## config.mk

```make
export PLATFORM = sky130hd
export DESIGN_NAME = cpt_timer
export DESIGN_NICKNAME = d
export VERILOG_FILES = /design/src/common/cpt_pkg.sv /design/src/common/cpt_cnt_if.sv /design/src/rtl/cpt_tick.sv /design/src/rtl/cpt_out.sv /design/src/rtl/cpt_timer.sv
export VERILOG_INCLUDE_DIRS = /design/src /design/src/common
export SDC_FILE = /design/constraint.sdc
export NUM_CORES = 1
export LEC_CHECK = 0
export BUFFER_PORTS_ARGS = -buffer_cell sky130_fd_sc_hd__buf_2
export CAP_MARGIN = 20
export CORE_MARGIN = 1.5
export CORE_UTILIZATION = 56
export CTS_CLUSTER_DIAMETER = 50
export CTS_CLUSTER_SIZE = 30
export DETAILED_ROUTE_END_ITERATION = 7
export PLACE_DENSITY = 0.85
export SLEW_MARGIN = 40
export SYNTH_ARGS = -nofsm -noshare
export SYNTH_HDL_FRONTEND = slang
export SYNTH_SLANG_ARGS = --single-unit
```

## constraint.sdc

```tcl
create_clock -name clk_sys_i -period 3.1 [get_ports clk_sys_i]
set_input_delay 0.62 -clock clk_sys_i [delete_from_list [all_inputs] [get_ports clk_sys_i]]
set_output_delay 0.62 -clock clk_sys_i [all_outputs]
set_load 0.02 [all_outputs]
```

## src/common/cpt_params.svh

```systemverilog
`ifndef CPT_PARAMS_SVH
`define CPT_PARAMS_SVH
// ==========================================
// Register indices
`define CPT_A_CTRL0 3'h0
`define CPT_A_CTRL1 3'h1
`define CPT_A_CNT_LO 3'h2
`define CPT_A_CNT_HI 3'h3
`define CPT_A_CMPA_LO 3'h4
`define CPT_A_CMPA_HI 3'h5
`define CPT_A_CMPP 3'h6
`define CPT_A_FLAGS 3'h7
`define CPT_RST_BYTE 8'h00
// ==========================================
// Field positions
`define CPT_C0_PAUSE 7
`define CPT_C0_CKS 6:4
`define CPT_C0_EN 3
`define CPT_C0_MASK 8'hF8
`define CPT_C1_MODE 7:6
`define CPT_C1_IOF 5:4
`define CPT_C1_OC 3
`define CPT_C1_POL 2
`define CPT_C1_DPX 1
`define CPT_C1_CCLR 0
`define CPT_F_A 0
`define CPT_F_P 1
// ==========================================
// Codes
`define CPT_MODE_CMP 2'h0
`define CPT_MODE_PWM 2'h2
`define CPT_MODE_TMR 2'h3
`define CPT_IO_NONE 2'h0
`define CPT_IO_LOW 2'h1
`define CPT_IO_HIGH 2'h2
`define CPT_IO_TOG 2'h3
`define CPT_PWM_ACT 2'h1
`define CPT_PWM_WAVE 2'h2
`define CPT_CK_SYS4 3'h0
`define CPT_CK_SYS 3'h1
`define CPT_CK_H16 3'h2
`define CPT_CK_H64 3'h3
`define CPT_CK_SUB_A 3'h4
`define CPT_CK_SUB_B 3'h5
`define CPT_CK_EXT_R 3'h6
`define CPT_CK_EXT_F 3'h7
// ==========================================
// Divide ratios and counter span
`define CPT_DIV_SYS 4
`define CPT_DIV_H16 16
`define CPT_DIV_H64 64
`define CPT_FULL_SPAN 17'h10000
`endif

```

## src/common/cpt_pkg.sv

```systemverilog
`include "cpt_params.svh"
package cpt_pkg;
   typedef struct packed {
      logic [7:0] ctrl0;
      logic [7:0] ctrl1;
      logic [7:0] cmpa_lo;
      logic [7:0] cmpa_hi;
      logic [7:0] cmpp;
      logic [15:0] cnt;
      logic flag_a;
      logic flag_p;
      logic en_prev;
      logic a_evt;
      logic en_rise;
      logic [7:0] rdata;
   } cpt_core_t;

   typedef struct packed {
      logic [5:0] sys_div;
      logic [5:0] h_div;
      logic ext_prev;
      logic tick;
   } cpt_tick_t;

   typedef struct packed {
      logic cmp_lvl;
      logic pin;
      logic drive_n;
   } cpt_out_t;

   // Compare point; zero means a full 16-bit wrap
   function automatic logic [16:0] cpt_span(input logic [15:0] v);
      cpt_span = (v == 16'h0000) ? `CPT_FULL_SPAN : {1'b0, v};
   endfunction
endpackage

```

## src/common/cpt_cnt_if.sv

```systemverilog
`timescale 1ns/10ps
interface cpt_cnt_if;
   logic [2:0] clk_sel;
   logic count_tick;
   logic [1:0] mode;
   logic [1:0] out_func;
   logic out_init;
   logic out_inv;
   logic en_rise;
   logic a_evt;
   logic pwm_act;
   modport tick_gen (input clk_sel, output count_tick);
   modport pin_drv (input mode, out_func, out_init, out_inv, en_rise, a_evt, pwm_act);
   modport core (output clk_sel, mode, out_func, out_init, out_inv, en_rise, a_evt,
                 pwm_act, input count_tick);
endinterface

```

## src/rtl/cpt_tick.sv

```systemverilog
`timescale 1ns/10ps
`include "cpt_params.svh"
module cpt_tick (
   input wire logic clk_sys_i,
   input wire logic rst_n_i,
   input wire logic high_clk_tick_i,
   input wire logic sub_clk_tick_i,
   input wire logic ext_clk_pin_i,
   cpt_cnt_if.tick_gen cif
);
   cpt_pkg::cpt_tick_t q;
   cpt_pkg::cpt_tick_t d;
   logic h_wrap;

   // ==========================================
   // Counting clock selection
   always_comb begin
      d = q;
      d.ext_prev = ext_clk_pin_i;
      d.sys_div = (q.sys_div == 6'(`CPT_DIV_SYS - 1)) ? 6'h00 : q.sys_div + 6'h01;
      h_wrap = (cif.clk_sel == `CPT_CK_H16) ? (q.h_div >= 6'(`CPT_DIV_H16 - 1))
                                             : (q.h_div == 6'(`CPT_DIV_H64 - 1));
      if (high_clk_tick_i) begin
         d.h_div = h_wrap ? 6'h00 : q.h_div + 6'h01;
      end
      unique case (cif.clk_sel)
         `CPT_CK_SYS4: d.tick = (q.sys_div == 6'h00);
         `CPT_CK_SYS: d.tick = 1'b1;
         `CPT_CK_H16, `CPT_CK_H64: d.tick = high_clk_tick_i & h_wrap;
         `CPT_CK_SUB_A, `CPT_CK_SUB_B: d.tick = sub_clk_tick_i;
         `CPT_CK_EXT_R: d.tick = ext_clk_pin_i & ~q.ext_prev;
         `CPT_CK_EXT_F: d.tick = ~ext_clk_pin_i & q.ext_prev;
      endcase
   end

   always_ff @(posedge clk_sys_i or negedge rst_n_i) begin
      if (!rst_n_i) begin
         q <= '0;
      end else begin
         q <= d;
      end
   end

   assign cif.count_tick = q.tick;
endmodule

```

## src/rtl/cpt_out.sv

```systemverilog
`timescale 1ns/10ps
`include "cpt_params.svh"
module cpt_out (
   input wire logic clk_sys_i,
   input wire logic rst_n_i,
   cpt_cnt_if.pin_drv cif,
   output logic pin_o,
   output logic drive_n_o
);
   cpt_pkg::cpt_out_t q;
   cpt_pkg::cpt_out_t d;
   logic pwm_lvl;

   // ==========================================
   // Pin level
   always_comb begin
      d = q;
      pwm_lvl = ~cif.out_init;
      if (cif.en_rise) begin
         d.cmp_lvl = cif.out_init;
      end else if (cif.a_evt) begin
         unique case (cif.out_func)
            `CPT_IO_NONE: d.cmp_lvl = q.cmp_lvl;
            `CPT_IO_LOW: d.cmp_lvl = 1'b0;
            `CPT_IO_HIGH: d.cmp_lvl = 1'b1;
            `CPT_IO_TOG: d.cmp_lvl = ~q.cmp_lvl;
         endcase
      end
      unique case (cif.out_func)
         `CPT_PWM_ACT: pwm_lvl = cif.out_init;
         `CPT_PWM_WAVE: pwm_lvl = cif.pwm_act ? cif.out_init : ~cif.out_init;
         default: pwm_lvl = ~cif.out_init;
      endcase
      d.drive_n = 1'b0;
      unique case (cif.mode)
         `CPT_MODE_CMP: d.pin = d.cmp_lvl ^ cif.out_inv;
         `CPT_MODE_PWM: d.pin = pwm_lvl ^ cif.out_inv;
         default: begin
            d.pin = 1'b0;
            d.drive_n = 1'b1;
         end
      endcase
   end

   always_ff @(posedge clk_sys_i or negedge rst_n_i) begin
      if (!rst_n_i) begin
         q <= '0;
      end else begin
         q <= d;
      end
   end

   assign pin_o = q.pin;
   assign drive_n_o = q.drive_n;
endmodule

```

## src/rtl/cpt_timer.sv

```systemverilog
// Chosen here: the plain strobed port and the placing of the registers.
`timescale 1ns/10ps
`include "cpt_params.svh"
module cpt_timer (
   input wire logic clk_sys_i,
   input wire logic rst_n_i,
   input wire logic [2:0] addr_i,
   input wire logic [7:0] wdata_i,
   input wire logic wr_i,
   input wire logic rd_i,
   output logic [7:0] rdata_o,
   input wire logic high_clk_tick_i,
   input wire logic sub_clk_tick_i,
   input wire logic ext_clk_pin_i,
   output logic out_pin_o,
   output logic out_pin_drive_n_o,
   output logic match_a_flag_o,
   output logic match_p_flag_o
);
   cpt_pkg::cpt_core_t q;
   cpt_pkg::cpt_core_t d;

   logic en;
   logic pause;
   logic [1:0] mode;
   logic is_pwm;
   logic [15:0] cmpa;
   logic [16:0] inc;
   logic [16:0] a_span;
   logic [16:0] p_span;
   logic [16:0] duty;
   logic [16:0] period;
   logic a_hit;
   logic p_hit;
   logic clr_on_a;
   logic clr;
   logic a_set;
   logic p_set;
   logic run;

   cpt_cnt_if cif ();

   // ==========================================
   // Decode of control fields
   assign en = q.ctrl0[`CPT_C0_EN];
   assign pause = q.ctrl0[`CPT_C0_PAUSE];
   assign mode = q.ctrl1[`CPT_C1_MODE];
   assign is_pwm = (mode == `CPT_MODE_PWM);
   assign cmpa = {q.cmpa_hi, q.cmpa_lo};

   // ==========================================
   // Comparators
   assign inc = {1'b0, q.cnt} + 17'h00001;
   assign a_span = cpt_pkg::cpt_span(cmpa);
   assign p_span = cpt_pkg::cpt_span({q.cmpp, 8'h00});
   assign a_hit = (inc == a_span);
   assign p_hit = (inc == p_span);

   // Which comparator ends the count cycle
   assign clr_on_a = is_pwm ? q.ctrl1[`CPT_C1_DPX] : q.ctrl1[`CPT_C1_CCLR];
   assign clr = clr_on_a ? a_hit : p_hit;

   // Flag generation
   assign a_set = a_hit && (is_pwm || !clr_on_a || cmpa != 16'h0000);
   assign p_set = p_hit && (is_pwm || !clr_on_a);

   // Counting event gate
   assign run = en && q.en_prev && !pause && cif.count_tick;

   // ==========================================
   // PWM compare
   assign duty = q.ctrl1[`CPT_C1_DPX] ? p_span : {1'b0, cmpa};
   assign period = q.ctrl1[`CPT_C1_DPX] ? a_span : p_span;
   assign cif.pwm_act = ({1'b0, q.cnt} < duty);

   // ==========================================
   // Next state
   always_comb begin
      d = q;
      d.a_evt = 1'b0;
      d.en_rise = 1'b0;
      d.rdata = `CPT_RST_BYTE;
      d.en_prev = en;

      // Register writes
      if (wr_i) begin
         unique case (addr_i)
            `CPT_A_CTRL0: d.ctrl0 = wdata_i & `CPT_C0_MASK;
            `CPT_A_CTRL1: d.ctrl1 = wdata_i;
            `CPT_A_CMPA_LO: d.cmpa_lo = wdata_i;
            `CPT_A_CMPA_HI: d.cmpa_hi = wdata_i;
            `CPT_A_CMPP: d.cmpp = wdata_i;
            `CPT_A_FLAGS: begin
               if (wdata_i[`CPT_F_A]) begin
                  d.flag_a = 1'b0;
               end
               if (wdata_i[`CPT_F_P]) begin
                  d.flag_p = 1'b0;
               end
            end
            `CPT_A_CNT_LO, `CPT_A_CNT_HI: ;
         endcase
      end

      // Counter
      if (en && !q.en_prev) begin
         d.cnt = 16'h0000;
         d.en_rise = 1'b1;
      end else if (run) begin
         d.cnt = clr ? 16'h0000 : inc[15:0];
         d.a_evt = a_set && (mode == `CPT_MODE_CMP);
      end

      // Flags; a set in the clearing cycle wins
      if (run && a_set) begin
         d.flag_a = 1'b1;
      end
      if (run && p_set) begin
         d.flag_p = 1'b1;
      end

      // Read data, valid in the cycle after the strobe only
      if (rd_i) begin
         unique case (addr_i)
            `CPT_A_CTRL0: d.rdata = q.ctrl0;
            `CPT_A_CTRL1: d.rdata = q.ctrl1;
            `CPT_A_CNT_LO: d.rdata = q.cnt[7:0];
            `CPT_A_CNT_HI: d.rdata = q.cnt[15:8];
            `CPT_A_CMPA_LO: d.rdata = q.cmpa_lo;
            `CPT_A_CMPA_HI: d.rdata = q.cmpa_hi;
            `CPT_A_CMPP: d.rdata = q.cmpp;
            `CPT_A_FLAGS: begin
               d.rdata[`CPT_F_A] = q.flag_a;
               d.rdata[`CPT_F_P] = q.flag_p;
            end
         endcase
      end
   end

   always_ff @(posedge clk_sys_i or negedge rst_n_i) begin
      if (!rst_n_i) begin
         q <= '0;
      end else begin
         q <= d;
      end
   end

   // ==========================================
   // Outputs and link to the sub-blocks
   assign rdata_o = q.rdata;
   assign match_a_flag_o = q.flag_a;
   assign match_p_flag_o = q.flag_p;
   assign cif.clk_sel = q.ctrl0[`CPT_C0_CKS];
   assign cif.mode = mode;
   assign cif.out_func = q.ctrl1[`CPT_C1_IOF];
   assign cif.out_init = q.ctrl1[`CPT_C1_OC];
   assign cif.out_inv = q.ctrl1[`CPT_C1_POL];
   assign cif.en_rise = q.en_rise;
   assign cif.a_evt = q.a_evt;

   cpt_tick u_tick (
      .clk_sys_i(clk_sys_i),
      .rst_n_i(rst_n_i),
      .high_clk_tick_i(high_clk_tick_i),
      .sub_clk_tick_i(sub_clk_tick_i),
      .ext_clk_pin_i(ext_clk_pin_i),
      .cif(cif)
   );

   cpt_out u_out (
      .clk_sys_i(clk_sys_i),
      .rst_n_i(rst_n_i),
      .cif(cif),
      .pin_o(out_pin_o),
      .drive_n_o(out_pin_drive_n_o)
   );
endmodule

```

==> out/qor.yml <==
run_status:
  status: "completed"
clock_network:
  insertion_delay_ps: 370
  clkSinkCount: 83
  cts_buffers: 9
  path_clk_slew_ps: 100
  root_buffer: "clkbuf_8"
  h-tree-depth: 3
  cts_buffer_depth: 2
  postCtsSetupBuffers: 0
  cts_tree: "built"
place:
  port-buffer-count: 29
  place.gp.congestion: 1.06
  dp_slack_ps: -73.9
  dp_hpwl_mm: 13.0
timing:
  fmax_mhz: 335
  setup_viol: 0
  skew_ps: 18.1
  finalCriticalPeriod_ps: 2990
  finalMaxSlewViolations: 0
  worst_slew_pin_slew_ps: 701
  relSlewSlack_pct: 53.3
  rsz0062_at_grt: "false"
  worst_slack_ps: 112
  finalCritPeriodShare_pct: 96.4
  hold_viol: 0
layout:
  layout_commonest_cell: "dfrtp_1"
  multi_input_area_um2: 3300
  fillers: 740
  final_cell_mix: "81 x dfrtp_1, 72 x buf_4, 50 x nand2_1"
  regArea_um2: 2080
  fin_util_pct: 68.0
  diodes: 0
  nNetsFinal: 690
  syn2layout_area_growth_pct: 18.6
  drive_gt1_share_pct: 27.7
critical_path:
  r2r_start: "q[54]$_DFFE_PN0P_"
  cp.arrival_ps: 3300
  r2r-end: "u_out.pin_o$_DFF_PN0_"
  crit_top_cell: "nand2_1"
  slowest_stage: "dfrtp_1"
  worstSetupPathType: "flop to flop"
  critPathLaunchType: "flop"
  cp_slowest_stage_delay_ps: 420
  critPathMaxFanout: 3
  worstSetupEndpointType: "flop"
  cp_cell_sequence: "mux2i_2 -> ha_4 -> a2111oi_4 -> buf_4 -> nand2_1 -> o211a_1 -> o31ai_4 -> mux2i_1 -> a21boi_1 -> or4_1 -> nand2_1"
  r2r_cells: 11
  worst-r2r-setup-slack_ps: 110
  crit_required_ps: 3410
synthesis:
  synthAdderAreaFrac_pct: 4.73
  synthArstFlopShare_pct: 100
  synth.largest_area_cell: "dfrtp_1"
  synth.distinct_cells: 64
  ys.flop_type: "dfrtp_1"
  synth-seq-cells: 83
  syn_area_um2: 5550
  netlist_instances: 583
  synthSimpleGateAreaFrac_pct: 17.2
  yosys.area_share.xor_xnor_pct: 5.37
  synth_area_leaders: "dfrtp_1 37%, mux2_2 7.9%, ha_1 4.7%"
  synth_top_family_by_area: "compound AO/OA/AOI/OAI gates"
  synthMuxAreaShare_pct: 12.6
  synth_top_cell_area_share_pct: 37.4
  avgSynthCellArea_um2: 9.52
  synth_edf_count: 0
  seq_area_frac_synth_pct: 37.4
  synth_nets: 622
  synth-compound-area-share_pct: 17.7
  yosysWarnings: 0
power_and_ir_drop:
  p_comb_share_pct: 31.2
  internal_power_w: 0.00232
  p_leak_nw: 2.97
  p_switching_w: 0.00128
  powerDensity_nw_per_um2: 546
  pwr-share-clk_pct: 27.6
  ir_drop_mv: 0.503
  seqPwrFrac_pct: 41.2
  sw_frac_of_total_pct: 35.6
global_routing:
  grt_pass1_vias: 5034
  grt_max_degree: 84
  antenna_found_initial: 0
  grt_overflow: 0
  grt_pass1_wl_mm: 26.8
  grt_usage_pct: 34.7
detailed_routing:
  drt_wl_total_mm: 17.5
  via_per_inst: 6.47
  drcViolationCount: 0
  vias: 5102
  wl_per_cell_um: 22.2
  ant_nets: 0
  drtIter0Drc: 497
  dr.pass1.iters: 6
job:
  maxCapViolations: 0
floorplanning:
  num_rows: 36
  die_w_um: 103
  die_area_um2: 10500
  dieHeight_um: 103
  design.core.area_um2: 9680
  io_pins: 30
  initial_core_util_pct: 57.3
hold_path:
  worstHoldPathType: "input pin to asynchronous set/reset pin"
==> cell families after synthesis <==
logic type | after synthesis
AOI/OAI and AO/OA | 140
xor gates and xnor gates | 34
adders and majority gates | 21
buffers and inverters | 62
DFF | 83
muxes | 61
and+or+nand+nor | 182
==> routing by layer <==
| metal | share of wire [%] | up-vias | track usage, % |
|---|---|---|---|
| met1 | 40 | 2458 | 46.4 |
| met2 | 45 | 295 | 52.4 |
| met4 | 3.9 | 0 | 17.4 |
| met3 | 11 | 54 | 9.15 |
| met5 | 0 | - | 0 |
| li1 | - | 2295 | - |
==> worst max-delay path: cells and delay by family (launching register included) <==
kind / cells / cell delay, ps
DFF: 1 / 420
muxes: 2 / 570
and+or+nand+nor: 3 / 520
AOI/OAI and AO/OA: 4 / 970
buffers and inverters: 1 / 180
adders and majority gates: 1 / 270
==> Yosys cell counts (all sizes together) (5+ instances only) <==
library cell / count
and2: 6
and3: 6
a21oi: 31
clkbuf: 28
nor3: 6
or4: 5
mux2: 39
nor2b: 9
a21o: 8
buf: 18
dfrtp: 83
o21ai: 24
nand2b: 14
xnor2: 18
a211o: 7
nand4: 16
o211ai: 5
inv: 16
mux2i: 19
ha: 21
a211oi: 10
xor2: 16
nor2: 28
nand3: 17
nand2: 51
nor4: 10
a22oi: 11
==> power groups by stage <==
stage / sequential [W] / clock, W / combinational (W)
3_3_place_gp: 0.00148 / 0 / 0.00102
6_report: 0.00148 / 0.000990 / 0.00112
5_1_grt: 0.00150 / 0.00104 / 0.00120
4_1_cts: 0.00147 / 0.000993 / 0.00107
3_5_place_dp: 0.00149 / 0 / 0.00106
2_1_floorplan: 0.00144 / 0 / 0.000682
==> worst max-delay path by stage <==
stage	from	endpoint	slack (ps)	depth (start not counted)
after detailed placement	q[14]$_DFFE_PN0P_	cif.a_evt$_DFF_PN0_	-70	10
after global placement	q[13]$_DFFE_PN0P_	cif.a_evt$_DFF_PN0_	20	10
final	q[54]$_DFFE_PN0P_	u_out.pin_o$_DFF_PN0_	110	11
after floorplan	q[54]$_DFFE_PN0P_	u_out.pin_o$_DFF_PN0_	30	12
after CTS	q[14]$_DFFE_PN0P_	q[19]$_DFFE_PN0P_	20	12
after global routing	q[54]$_DFFE_PN0P_	u_out.pin_o$_DFF_PN0_	20	11
==> metrics by stage <==
| step | hold WS [ps] | instance area (um^2) | setup TNS, ps | power [W] | cells |
|---|---|---|---|---|---|
| final | 237 | 6580 | 0 | 0.00359 | 789 |
| after global routing | 328 | 6580 | 0 | 0.00374 | 789 |
| after CTS | 319 | 6500 | 0 | 0.00354 | 789 |
| after detailed placement | 461 | 6240 | -453 | 0.00255 | 773 |
| after global placement | 435 | 6230 | 0 | 0.00250 | 773 |
| after floorplan | 324 | 5550 | 0 | 0.00212 | 583 |
==> flip-flops by register name, summed over array words and instances (netlist names), 2 cells and up <==
name,count
q,27
cmpa,16
u_tick.q,13
rdata_o,8
cif.clk_sel,3
cif.mode,2
cif.out_func,2
==> layout make-up <==
type	count	share of cell area [%]
Clock buffer	9	1.88
Timing Repair Buffer	103	11.2
Multi-Input combinational cell	438	50.1
Inverter	16	0.912
Tap cell	133	2.53
Clock inverter	7	1.86
Sequential cell	83	31.6
==> timing repair <==
item	CTS	global route
hold buffers	0	0
endpoints found under the setup margin	11	19
pin swaps	0	1
resized for setup	5	14
Power figures use the tool's default switching activity.
